File: src/rtl/hdlc_tx_pkg.sv
// Purpose: shared constants and types of the transmit overhead packet framer
// Assumes: one 100 MHz clock, synchronous active high reset
// Notes: register offsets are byte addresses on a 32-bit plain register port
package hdlc_tx_pkg;
  localparam int ADDR_W = 4;
  localparam int DATA_W = 32;
  localparam int DEPTH = 256;
  localparam int PTR_W = 8;
  localparam int LVL_W = 9;

  localparam logic [ADDR_W-1:0] CTRL_OFF = 4'h0;
  localparam logic [ADDR_W-1:0] THRESH_OFF = 4'h4;
  localparam logic [ADDR_W-1:0] DATA_OFF = 4'h8;
  localparam logic [ADDR_W-1:0] STATUS_OFF = 4'hc;

  localparam int DATA_END_BIT = 8;
  localparam int ST_EMPTY_BIT = 0;
  localparam int ST_SPACE_BIT = 1;
  localparam int ST_FULL_BIT = 2;
  localparam int ST_OVF_BIT = 3;
  localparam int ST_UNF_BIT = 4;
  localparam int ST_LEVEL_LSB = 16;

  // control word, bit 0 is fcs_en ... bit 5 is start_en
  typedef struct packed {
    logic start_en;
    logic invert;
    logic fill_ones;
    logic reorder;
    logic fcs_err;
    logic fcs_en;
  } ctrl_t;

  localparam logic [5:0] CTRL_RESET = 6'h21;
  localparam logic [LVL_W-1:0] THRESH_RESET = 9'h010;
  localparam logic [LVL_W-1:0] FIFO_FULL_LEVEL = 9'h100;
  localparam logic [LVL_W-1:0] START_MIN_LEVEL = 9'h002;
  // level before the packet-end pop; under three leaves under two behind it
  localparam logic [LVL_W-1:0] FILL_MIN_LEVEL = 9'h003;

  localparam logic [7:0] FLAG_OCTET = 8'h7e;
  localparam logic [7:0] ABORT_OCTET = 8'hff;
  localparam logic [15:0] CRC_POLY = 16'h1021;
  localparam logic [15:0] CRC_INIT = 16'hffff;
  localparam logic [2:0] STUFF_RUN = 3'h5;
  localparam logic [4:0] LAST_BYTE_BIT = 5'h07;
  localparam logic [4:0] LAST_FCS_BIT = 5'h0f;
  localparam logic [4:0] ONES_FILL_MIN = 5'h0f;

  typedef struct packed {
    logic pkt_end;
    logic [7:0] data;
  } fifo_entry_t;

  typedef struct packed {
    logic wr;
    logic rd;
    logic [ADDR_W-1:0] addr;
    logic [DATA_W-1:0] wdata;
  } reg_req_t;

  typedef enum logic [2:0] {
    S_FILL_FLAG = 3'b000,
    S_FILL_ONES = 3'b001,
    S_START = 3'b010,
    S_DATA = 3'b011,
    S_FCS = 3'b100,
    S_END = 3'b101,
    S_ABORT = 3'b110
  } tx_state_t;
endpackage : hdlc_tx_pkg

File: src/rtl/hdlc_overhead_tx.sv
// Purpose: transmit queue and serial packet framer for overhead insertion
// Assumes: framer logic shares the clock and pulses bit_req per needed bit
// Notes: the tx bit answers one cycle after each bit_req
`timescale 1ns/1ps
module hdlc_overhead_tx (
  input wire logic clock,
  input wire logic rst,
  input wire hdlc_tx_pkg::reg_req_t bus_req,
  output logic [hdlc_tx_pkg::DATA_W-1:0] rdata,
  input wire logic bit_req,
  output logic tx_bit,
  output logic tx_bit_valid
);

  function automatic logic [7:0] bit_swap(input logic [7:0] b);
    logic [7:0] r;
    r = '0;
    for (int i = 0; i < 8; i++) begin
      r[i] = b[7-i];
    end
    return r;
  endfunction : bit_swap

  function automatic logic [15:0] crc_step(input logic [15:0] c,
                                           input logic b);
    logic fb;
    fb = b ^ c[15];
    return {c[14:0], 1'b0} ^ (fb ? hdlc_tx_pkg::CRC_POLY : 16'h0000);
  endfunction : crc_step

  // bit 0 of a stored byte leaves first unless the order is reversed
  function automatic logic [7:0] load_byte(input logic [7:0] b,
                                           input logic reorder);
    return reorder ? bit_swap(b) : b;
  endfunction : load_byte

  // judged on the level before the pop of the fetched byte
  function automatic logic fill_follows(
      input logic [hdlc_tx_pkg::LVL_W-1:0] lvl,
      input logic start_en);
    return (lvl < hdlc_tx_pkg::FILL_MIN_LEVEL) || !start_en;
  endfunction : fill_follows

  // register and queue state
  hdlc_tx_pkg::fifo_entry_t mem_q [hdlc_tx_pkg::DEPTH];
  hdlc_tx_pkg::ctrl_t ctrl_q, ctrl_d;
  logic [hdlc_tx_pkg::LVL_W-1:0] thresh_q, thresh_d;
  logic [hdlc_tx_pkg::LVL_W-1:0] level_q, level_d;
  logic [hdlc_tx_pkg::PTR_W-1:0] wr_ptr_q, wr_ptr_d;
  logic [hdlc_tx_pkg::PTR_W-1:0] rd_ptr_q, rd_ptr_d;
  logic ovf_q, ovf_d;
  logic unf_q, unf_d;
  logic [hdlc_tx_pkg::DATA_W-1:0] rdata_q, rdata_d;

  logic q_empty, q_full, q_space, push, push_req, pop, underflow;
  logic pkt_ready;
  hdlc_tx_pkg::fifo_entry_t head;
  hdlc_tx_pkg::fifo_entry_t mem_wd;
  logic [hdlc_tx_pkg::LVL_W-1:0] free_cnt;

  // engine state
  hdlc_tx_pkg::tx_state_t st_q, st_d;
  logic [7:0] sh_q, sh_d;
  logic [4:0] cnt_q, cnt_d;
  logic [2:0] ones_q, ones_d;
  logic [15:0] crc_q, crc_d;
  logic end_q, end_d;
  logic fill_q, fill_d;
  logic out_q, out_d;
  logic valid_q, valid_d;

  assign q_empty = (level_q == '0);
  assign q_full = (level_q == hdlc_tx_pkg::FIFO_FULL_LEVEL);
  // free space, not level, is held against the threshold
  assign free_cnt = hdlc_tx_pkg::FIFO_FULL_LEVEL - level_q;
  assign q_space = (free_cnt >= thresh_q);
  assign head = mem_q[rd_ptr_q];
  // start needs two queued bytes so the first fetches cannot underflow
  assign pkt_ready = (level_q >= hdlc_tx_pkg::START_MIN_LEVEL) &&
                     ctrl_q.start_en;

  assign push_req = bus_req.wr && (bus_req.addr == hdlc_tx_pkg::DATA_OFF);
  assign push = push_req && !q_full;
  // a fetch that finds nothing both flags underflow and aborts the packet
  assign underflow = pop && q_empty;

  always_comb begin
    ctrl_d = ctrl_q;
    thresh_d = thresh_q;
    wr_ptr_d = wr_ptr_q;
    rd_ptr_d = rd_ptr_q;
    level_d = level_q;
    ovf_d = ovf_q;
    unf_d = unf_q;
    // read data is zero outside its answer cycle
    rdata_d = '0;
    if (bus_req.wr) begin
      unique case (bus_req.addr)
        hdlc_tx_pkg::CTRL_OFF: begin
          ctrl_d = bus_req.wdata[5:0];
        end
        hdlc_tx_pkg::THRESH_OFF: begin
          thresh_d = bus_req.wdata[hdlc_tx_pkg::LVL_W-1:0];
        end
        hdlc_tx_pkg::STATUS_OFF: begin
          // write one to clear; a same-cycle event below still wins
          if (bus_req.wdata[hdlc_tx_pkg::ST_OVF_BIT]) begin
            ovf_d = 1'b0;
          end
          if (bus_req.wdata[hdlc_tx_pkg::ST_UNF_BIT]) begin
            unf_d = 1'b0;
          end
        end
        default: begin
        end
      endcase
    end
    if (push_req && q_full) begin
      ovf_d = 1'b1;
    end
    if (underflow) begin
      unf_d = 1'b1;
    end
    // writes and fetches run independently; a write to a full queue is dropped, a fetch from empty aborts
    if (push) begin
      wr_ptr_d = wr_ptr_q + 8'h01;
    end
    if (pop && !q_empty) begin
      rd_ptr_d = rd_ptr_q + 8'h01;
    end
    level_d = level_q + {8'h00, push} - {8'h00, pop && !q_empty};
    if (bus_req.rd) begin
      unique case (bus_req.addr)
        hdlc_tx_pkg::CTRL_OFF: begin
          rdata_d[5:0] = ctrl_q;
        end
        hdlc_tx_pkg::THRESH_OFF: begin
          rdata_d[hdlc_tx_pkg::LVL_W-1:0] = thresh_q;
        end
        hdlc_tx_pkg::STATUS_OFF: begin
          rdata_d[hdlc_tx_pkg::ST_EMPTY_BIT] = q_empty;
          rdata_d[hdlc_tx_pkg::ST_SPACE_BIT] = q_space;
          rdata_d[hdlc_tx_pkg::ST_FULL_BIT] = q_full;
          rdata_d[hdlc_tx_pkg::ST_OVF_BIT] = ovf_q;
          rdata_d[hdlc_tx_pkg::ST_UNF_BIT] = unf_q;
          rdata_d[hdlc_tx_pkg::ST_LEVEL_LSB +: hdlc_tx_pkg::LVL_W] = level_q;
        end
        default: begin
        end
      endcase
    end
  end

  always_ff @(posedge clock) begin
    if (rst) begin
      ctrl_q <= hdlc_tx_pkg::CTRL_RESET;
      thresh_q <= hdlc_tx_pkg::THRESH_RESET;
      wr_ptr_q <= '0;
      rd_ptr_q <= '0;
      level_q <= '0;
      ovf_q <= 1'b0;
      unf_q <= 1'b0;
      rdata_q <= '0;
    end else begin
      ctrl_q <= ctrl_d;
      thresh_q <= thresh_d;
      wr_ptr_q <= wr_ptr_d;
      rd_ptr_q <= rd_ptr_d;
      level_q <= level_d;
      ovf_q <= ovf_d;
      unf_q <= unf_d;
      rdata_q <= rdata_d;
    end
  end

  // write port decoded apart so the store below only registers
  always_comb begin
    mem_wd = '0;
    mem_wd.pkt_end = bus_req.wdata[hdlc_tx_pkg::DATA_END_BIT];
    mem_wd.data = bus_req.wdata[7:0];
  end

  // storage has no reset; contents are only read behind the level count
  always_ff @(posedge clock) begin
    if (push) begin
      mem_q[wr_ptr_q] <= mem_wd;
    end
  end

  // serial engine: one output bit per bit_req
  always_comb begin
    st_d = st_q;
    sh_d = sh_q;
    cnt_d = cnt_q;
    ones_d = ones_q;
    crc_d = crc_q;
    end_d = end_q;
    fill_d = fill_q;
    out_d = out_q;
    valid_d = bit_req;
    pop = 1'b0;
    if (bit_req) begin
      if (ones_q == hdlc_tx_pkg::STUFF_RUN) begin
        out_d = 1'b0;
        ones_d = '0;
      end else begin
        unique case (st_q)
          hdlc_tx_pkg::S_FILL_FLAG, hdlc_tx_pkg::S_END,
          hdlc_tx_pkg::S_START, hdlc_tx_pkg::S_ABORT: begin
            out_d = sh_q[0];
            sh_d = {1'b0, sh_q[7:1]};
            cnt_d = cnt_q + 5'h01;
            ones_d = '0;
            if (cnt_q == hdlc_tx_pkg::LAST_BYTE_BIT) begin
              cnt_d = '0;
              sh_d = hdlc_tx_pkg::FLAG_OCTET;
              unique case (st_q)
                hdlc_tx_pkg::S_FILL_FLAG: begin
                  // one fill flag plus the start flag gives at least two
                  if (pkt_ready) begin
                    st_d = hdlc_tx_pkg::S_START;
                  end
                end
                hdlc_tx_pkg::S_START: begin
                  pop = 1'b1;
                  crc_d = hdlc_tx_pkg::CRC_INIT;
                  if (q_empty) begin
                    st_d = hdlc_tx_pkg::S_ABORT;
                    sh_d = hdlc_tx_pkg::ABORT_OCTET;
                  end else begin
                    st_d = hdlc_tx_pkg::S_DATA;
                    sh_d = load_byte(head.data, ctrl_q.reorder);
                    end_d = head.pkt_end;
                    fill_d = fill_follows(level_q, ctrl_q.start_en);
                  end
                end
                default: begin
                  // end flag or abort octet done
                  if (st_q == hdlc_tx_pkg::S_END && !fill_q) begin
                    st_d = hdlc_tx_pkg::S_START;
                  end else if (ctrl_q.fill_ones) begin
                    st_d = hdlc_tx_pkg::S_FILL_ONES;
                  end else begin
                    st_d = hdlc_tx_pkg::S_FILL_FLAG;
                  end
                end
              endcase
            end
          end
          hdlc_tx_pkg::S_FILL_ONES: begin
            out_d = 1'b1;
            ones_d = '0;
            // cnt saturates, so a long ones period never looks short
            if (cnt_q != hdlc_tx_pkg::ONES_FILL_MIN) begin
              cnt_d = cnt_q + 5'h01;
            end
            if ((cnt_q >= (hdlc_tx_pkg::ONES_FILL_MIN - 5'h01)) &&
                pkt_ready) begin
              st_d = hdlc_tx_pkg::S_START;
              cnt_d = '0;
              sh_d = hdlc_tx_pkg::FLAG_OCTET;
            end
          end
          hdlc_tx_pkg::S_DATA: begin
            out_d = sh_q[0];
            sh_d = {1'b0, sh_q[7:1]};
            cnt_d = cnt_q + 5'h01;
            ones_d = sh_q[0] ? ones_q + 3'h1 : 3'h0;
            crc_d = crc_step(crc_q, sh_q[0]);
            if (cnt_q == hdlc_tx_pkg::LAST_BYTE_BIT) begin
              cnt_d = '0;
              if (end_q) begin
                sh_d = hdlc_tx_pkg::FLAG_OCTET;
                if (ctrl_q.fcs_en) begin
                  st_d = hdlc_tx_pkg::S_FCS;
                  // fold in the last bit before the sequence is latched
                  crc_d = crc_step(crc_q, sh_q[0]);
                  if (!ctrl_q.fcs_err) begin
                    crc_d = ~crc_d;
                  end
                end else begin
                  st_d = hdlc_tx_pkg::S_END;
                end
              end else begin
                pop = 1'b1;
                if (q_empty) begin
                  st_d = hdlc_tx_pkg::S_ABORT;
                  sh_d = hdlc_tx_pkg::ABORT_OCTET;
                  ones_d = '0;
                end else begin
                  sh_d = load_byte(head.data, ctrl_q.reorder);
                  end_d = head.pkt_end;
                  fill_d = fill_follows(level_q, ctrl_q.start_en);
                end
              end
            end
          end
          hdlc_tx_pkg::S_FCS: begin
            out_d = crc_q[15];
            crc_d = {crc_q[14:0], 1'b0};
            cnt_d = cnt_q + 5'h01;
            ones_d = crc_q[15] ? ones_q + 3'h1 : 3'h0;
            if (cnt_q == hdlc_tx_pkg::LAST_FCS_BIT) begin
              cnt_d = '0;
              st_d = hdlc_tx_pkg::S_END;
              sh_d = hdlc_tx_pkg::FLAG_OCTET;
            end
          end
          default: begin
            st_d = hdlc_tx_pkg::S_FILL_FLAG;
            sh_d = hdlc_tx_pkg::FLAG_OCTET;
            cnt_d = '0;
          end
        endcase
      end
      // inverted last, so stuffing and the check sequence see true data
      out_d = out_d ^ ctrl_q.invert;
    end
  end

  always_ff @(posedge clock) begin
    if (rst) begin
      st_q <= hdlc_tx_pkg::S_FILL_FLAG;
      sh_q <= hdlc_tx_pkg::FLAG_OCTET;
      cnt_q <= '0;
      ones_q <= '0;
      crc_q <= hdlc_tx_pkg::CRC_INIT;
      end_q <= 1'b0;
      fill_q <= 1'b1;
      out_q <= 1'b0;
      valid_q <= 1'b0;
    end else begin
      st_q <= st_d;
      sh_q <= sh_d;
      cnt_q <= cnt_d;
      ones_q <= ones_d;
      crc_q <= crc_d;
      end_q <= end_d;
      fill_q <= fill_d;
      out_q <= out_d;
      valid_q <= valid_d;
    end
  end

  assign tx_bit = out_q;
  assign tx_bit_valid = valid_q;
  assign rdata = rdata_q;

endmodule : hdlc_overhead_tx

File: config.mk
export PLATFORM = sky130hd
export DESIGN_NAME = hdlc_overhead_tx
export DESIGN_NICKNAME = d
export VERILOG_FILES = /design/src/rtl/hdlc_tx_pkg.sv /design/src/rtl/hdlc_overhead_tx.sv
export SDC_FILE = /design/constraint.sdc
export NUM_CORES = 2
export LEC_CHECK = 0
export ABC_AREA = 0
export BUFFER_PORTS_ARGS = -buffer_cell sky130_fd_sc_hd__buf_2
export CAP_MARGIN = 20
export CORE_MARGIN = 5
export CORE_UTILIZATION = 45
export CTS_BUF_LIST = sky130_fd_sc_hd__clkbuf_8
export DETAILED_ROUTE_END_ITERATION = 8
export GPL_TIMING_DRIVEN = 1
export RECOVER_POWER = 25
export REMOVE_ABC_BUFFERS = 1
export SYNTH_ARGS = -nofsm -noshare
export SYNTH_HDL_FRONTEND = slang
export SYNTH_SLANG_ARGS = --single-unit
export TNS_END_PERCENT = 1
File: constraint.sdc
create_clock -name clock -period 3.6 [get_ports clock]
set_input_delay 0 -clock clock [delete_from_list [all_inputs] [get_ports clock]]
set_output_delay 0 -clock clock [all_outputs]
set_load 0.05 [all_outputs]
==> impl_results.md <==
* IO Pins at 75
* P_leak at 34.4 nW
* Largest family of logic cells by synthesized area: multiplexers
* Vias in the first global route at 49,000
* YS warnings at 0
* Root Driver: clkbuf_8
* Max cap viols at 12
* Chip width at 468 um
* Clk_lat worst skew at 1100 ps
* CTS clk-pin slew, worst paths at 60 ps
* Crit end category: register
* First-pass GRT wire length at 345,000 um
* Number of cells on the worst hold path at 2
* Failing checks: max-capacitance violations, max-slew violations
* Tcrit/Tclk final at 97.6%
* RSZ-0062 raised after global routing: true
* Post-synth cell types at 76
* Residual DRC count at 0
* Die area at 219,000 um^2
* Via density at 5.76
* Setup_tns at 0 ps
* # clock sinks at 2,411
* Row count at 168
* Worst Tran Pin Value at 3740 ps
* Xor/xnor cell area share of the yosys netlist at 0.232%
* Outcome: finished, violations left
* CTS max path bufs at 4
* Hold path startpoint: bus_req[4]
* Die Ht at 468 um
* Minimum clock period at 3510 ps
* Hold WS at 107 ps
* Clock Skew at 72.0 ps
* Sequential fraction of the synthesis area at 75.5%
* WP buf/inv at 2
* Nets at 5,405
* Slew Viols, Final at 1,205
* Avg Cell Area, Syn at 20.6 um^2
* R2R Path End: sh_q[3]
* Power density over cell area at 490 nW/um^2
* Final instance area at 109,000 um^2
* Routed WL at 237,000 um
* Post-DP HPWL at 148,000 um
* Pin count of the biggest net entering global routing at 152
* Reg2Reg Depth at 10
* Initial antenna violation count at 9
* Hold EP: mem_q[142][4]
* Cell chain of the critical path: buf_12 -> clkinv_1 -> nor2_1 -> a221oi_1 -> o21ai_0 -> nand3_1 -> a21oi_1 -> o21ai_0 -> and4_1 -> o221a_2
* Wirelength per Cell at 28.2 um
* Cell repeated most along the worst path: o21ai_0
* Ys flop type: edfxtp_1
* # setup viols final at 0
* Max Fclk at 285 MHz
* First-pass DRT Iterations at 6
* Synth Area in Simple Gates at 3.14%
* Num CTS Buffers at 390
* Reg-to-reg setup timing slack at 90 ps
* Dpl cell area at 102,000 um^2
* CP arrival at 4470 ps
* Critical Path RT at 4550 ps
* Total congestion overflow at 0
* Setup CP Type: reg -> reg
* Hold Crit Class: in -> reg
* Post-synthesis compound-gate area fraction at 2.35%
* CTS tree: done
* Max-Slew Margin vs Limit at -149%
* Synth-to-Final Area Change at 15.0%
* Mapped Cells at 4,583
* Initial Utilization at 45.2%
* Antenna-violating nets left at 0
* Syn Std Cell Area at 94,500 um^2
* Adder-Cell Fraction of Synth Area at 0.574%
* Critical path's slowest cell: dfxtp_4
* Post-synthesis mux area share at 16.6%
* Maximum vdd drop at 0.325 mV
* Number of synthesized flops with an enable pin at 2,304
* H-tree levels at 5
* Detailed router's first-iteration violation count at 4,763
* Layout cells sized above 1 at 30.3%
* IO buf count at 37
* RePlAce Congestion at 0.853
* Setup crit start kind: register
* Core area at 209,000 um^2
* Slowest stage delay, CP at 560 ps
* Final Hold Fails at 0
* Setup repair bufs after CTS at 0
* Total chip power at 0.0533 W
* Ys async rst share at 0%
* Flops & latches, synth at 2,411
* Crit path max-delay family: compound AO/OA/AOI/OAI gates
* DR vias at 48,500
* Crit path max fanout at 32
* GRT Overall Usage at 21.6%
Yosys cell counts (8+ instances only):
cell         n  area [um^2]
nor2b_1     25          156
a21o_1       9         67.6
buf_1       21         78.8
o22ai_1     21          131
dfxtp_1    107         2140
nor3_1      35          175
xnor2_1     16          140
o211ai_1    27          203
nor2_1     378         1420
a221oi_1    12          105
a22oi_1     29          218
a31oi_1     12         75.1
xor2_1       9         78.8
nand4_1     19          119
buf_2       73          365
buf_6       23          259
nand2_1     87          327
or3_1       10         62.6
edfxtp_1  2304        69200
buf_4       33          248
a211o_1     18          158
mux2i_1    157         1570
nand3_1     47          235
nand2b_1     9         56.3
and3_1      17          106
o221ai_1     8         70.1
inv_1       40          150
o21ai_0     56          280
clkbuf_1   122          458
mux4_2     624        14100
ha_1        41          513
a21oi_1     84          420
a211oi_1    21          158
report_power, final:
part / switching (W) / total [W] / internal [W]
logic: 0.000828 / 0.00111 / 0.000282
registers: 0.0000204 / 0.0308 / 0.0308
clock network: 0.0105 / 0.0214 / 0.0109
total: 0.0113 / 0.0533 / 0.0420
cell usage in the layout (no fill, tap or decap), types with 10 or more instances in the layout:
cell type / netlist / final
a21oi_1: 84 / 83
ha_1: 41 / 40
buf_2: 73 / 28
nand4_1: 19 / 19
nand3_1: 47 / 35
inv_1: 40 / 148
a211oi_1: 21 / 21
bufinv_16: 0 / 11
clkinv_2: 0 / 48
o211ai_1: 27 / 27
a31oi_1: 12 / 12
a22oi_1: 29 / 29
clkinvlp_4: 0 / 10
nor2b_1: 25 / 23
buf_12: 0 / 41
nand2_1: 87 / 87
dlygate4sd3_1: 0 / 38
o21ai_0: 56 / 56
clkbuf_2: 1 / 10
nor2_1: 378 / 376
dfxtp_1: 107 / 101
and3_1: 17 / 17
a221oi_1: 12 / 12
or3_1: 10 / 10
mux2i_1: 157 / 157
a211o_1: 18 / 18
o22ai_1: 21 / 21
nand3_2: 0 / 12
mux4_2: 624 / 624
buf_4: 33 / 484
clkinv_1: 1 / 111
xnor2_1: 16 / 16
clkbuf_8: 0 / 394
edfxtp_1: 2304 / 2304
nor3_1: 35 / 33
conb_1: 1 / 14
through the flow:
stage / util [%] / std cells / worst slack (ps)
4_1_cts: 52.0 / 8417 / 36.0
3_3_place_gp: 48.5 / 7697 / 70.7
6_report: 51.9 / 8419 / 87.4
3_5_place_dp: 48.5 / 7697 / 59.6
2_1_floorplan: - / 4322 / -29210
5_1_grt: 51.9 / 8418 / -59.4
cells by family (layout without fill, tap and decap cells):
group           after synthesis  count (layout)
mux                         784             784
buf+inv                     317            1333
flops                      2411            2411
compound gates              337             337
fa+ha+maj                    43              43
other cells                   1              16
xor+xnor                     25              25
simple gates                665             665
metal layers:
metal,wire length (um),track usage (%)
met1,101000,31.3
met2,113000,33.8
met3,16900,3.86
met5,27,0
met4,7300,6.94
registers in the layout, indices dropped and copies added, names as in the netlist, named ones only:
name          flops
ovf_q             1
level_q           9
ones_q            3
mem_q          2304
crc_q            16
thresh_q          9
rdata            18
tx_bit_valid      1
sh_q              8
fill_q            1
rd_ptr_q          8
cnt_q             5
unf_q             1
wr_ptr_q          8
ctrl_q            6
tx_bit            1
end_q             1
st_q              3
worst max-delay path by stage:
stage,from,end,depth (start not counted)
CTS,register,sh_q[5],12
detailed placement,register,sh_q[5],12
floorplan,register,sh_q[4],9
finish,register,sh_q[3],10
global placement,register,sh_q[2],12
global route,level_q[2],level_q[8],17
layout make-up:
| class | count | area, um^2 |
|---|---|---|
| clock inverter | 288 | 1480 |
| clock buffer | 394 | 5420 |
| timing repair buffer | 608 | 5070 |
| tap | 2805 | 3510 |
| multi-input combinational | 1868 | 21800 |
| antenna | 2 | 5.00 |
| fill | 16700 | 101000 |
| inverter | 43 | 165 |
| sequential | 2411 | 71300 |
repair_timing:
action	CTS	global route
endpoints found under the setup margin	0	6
resized for setup	0	4
hold buffers	38	0
hold endpoints to repair	2157	0
Note: power is estimated with default switching activity, not from simulation.
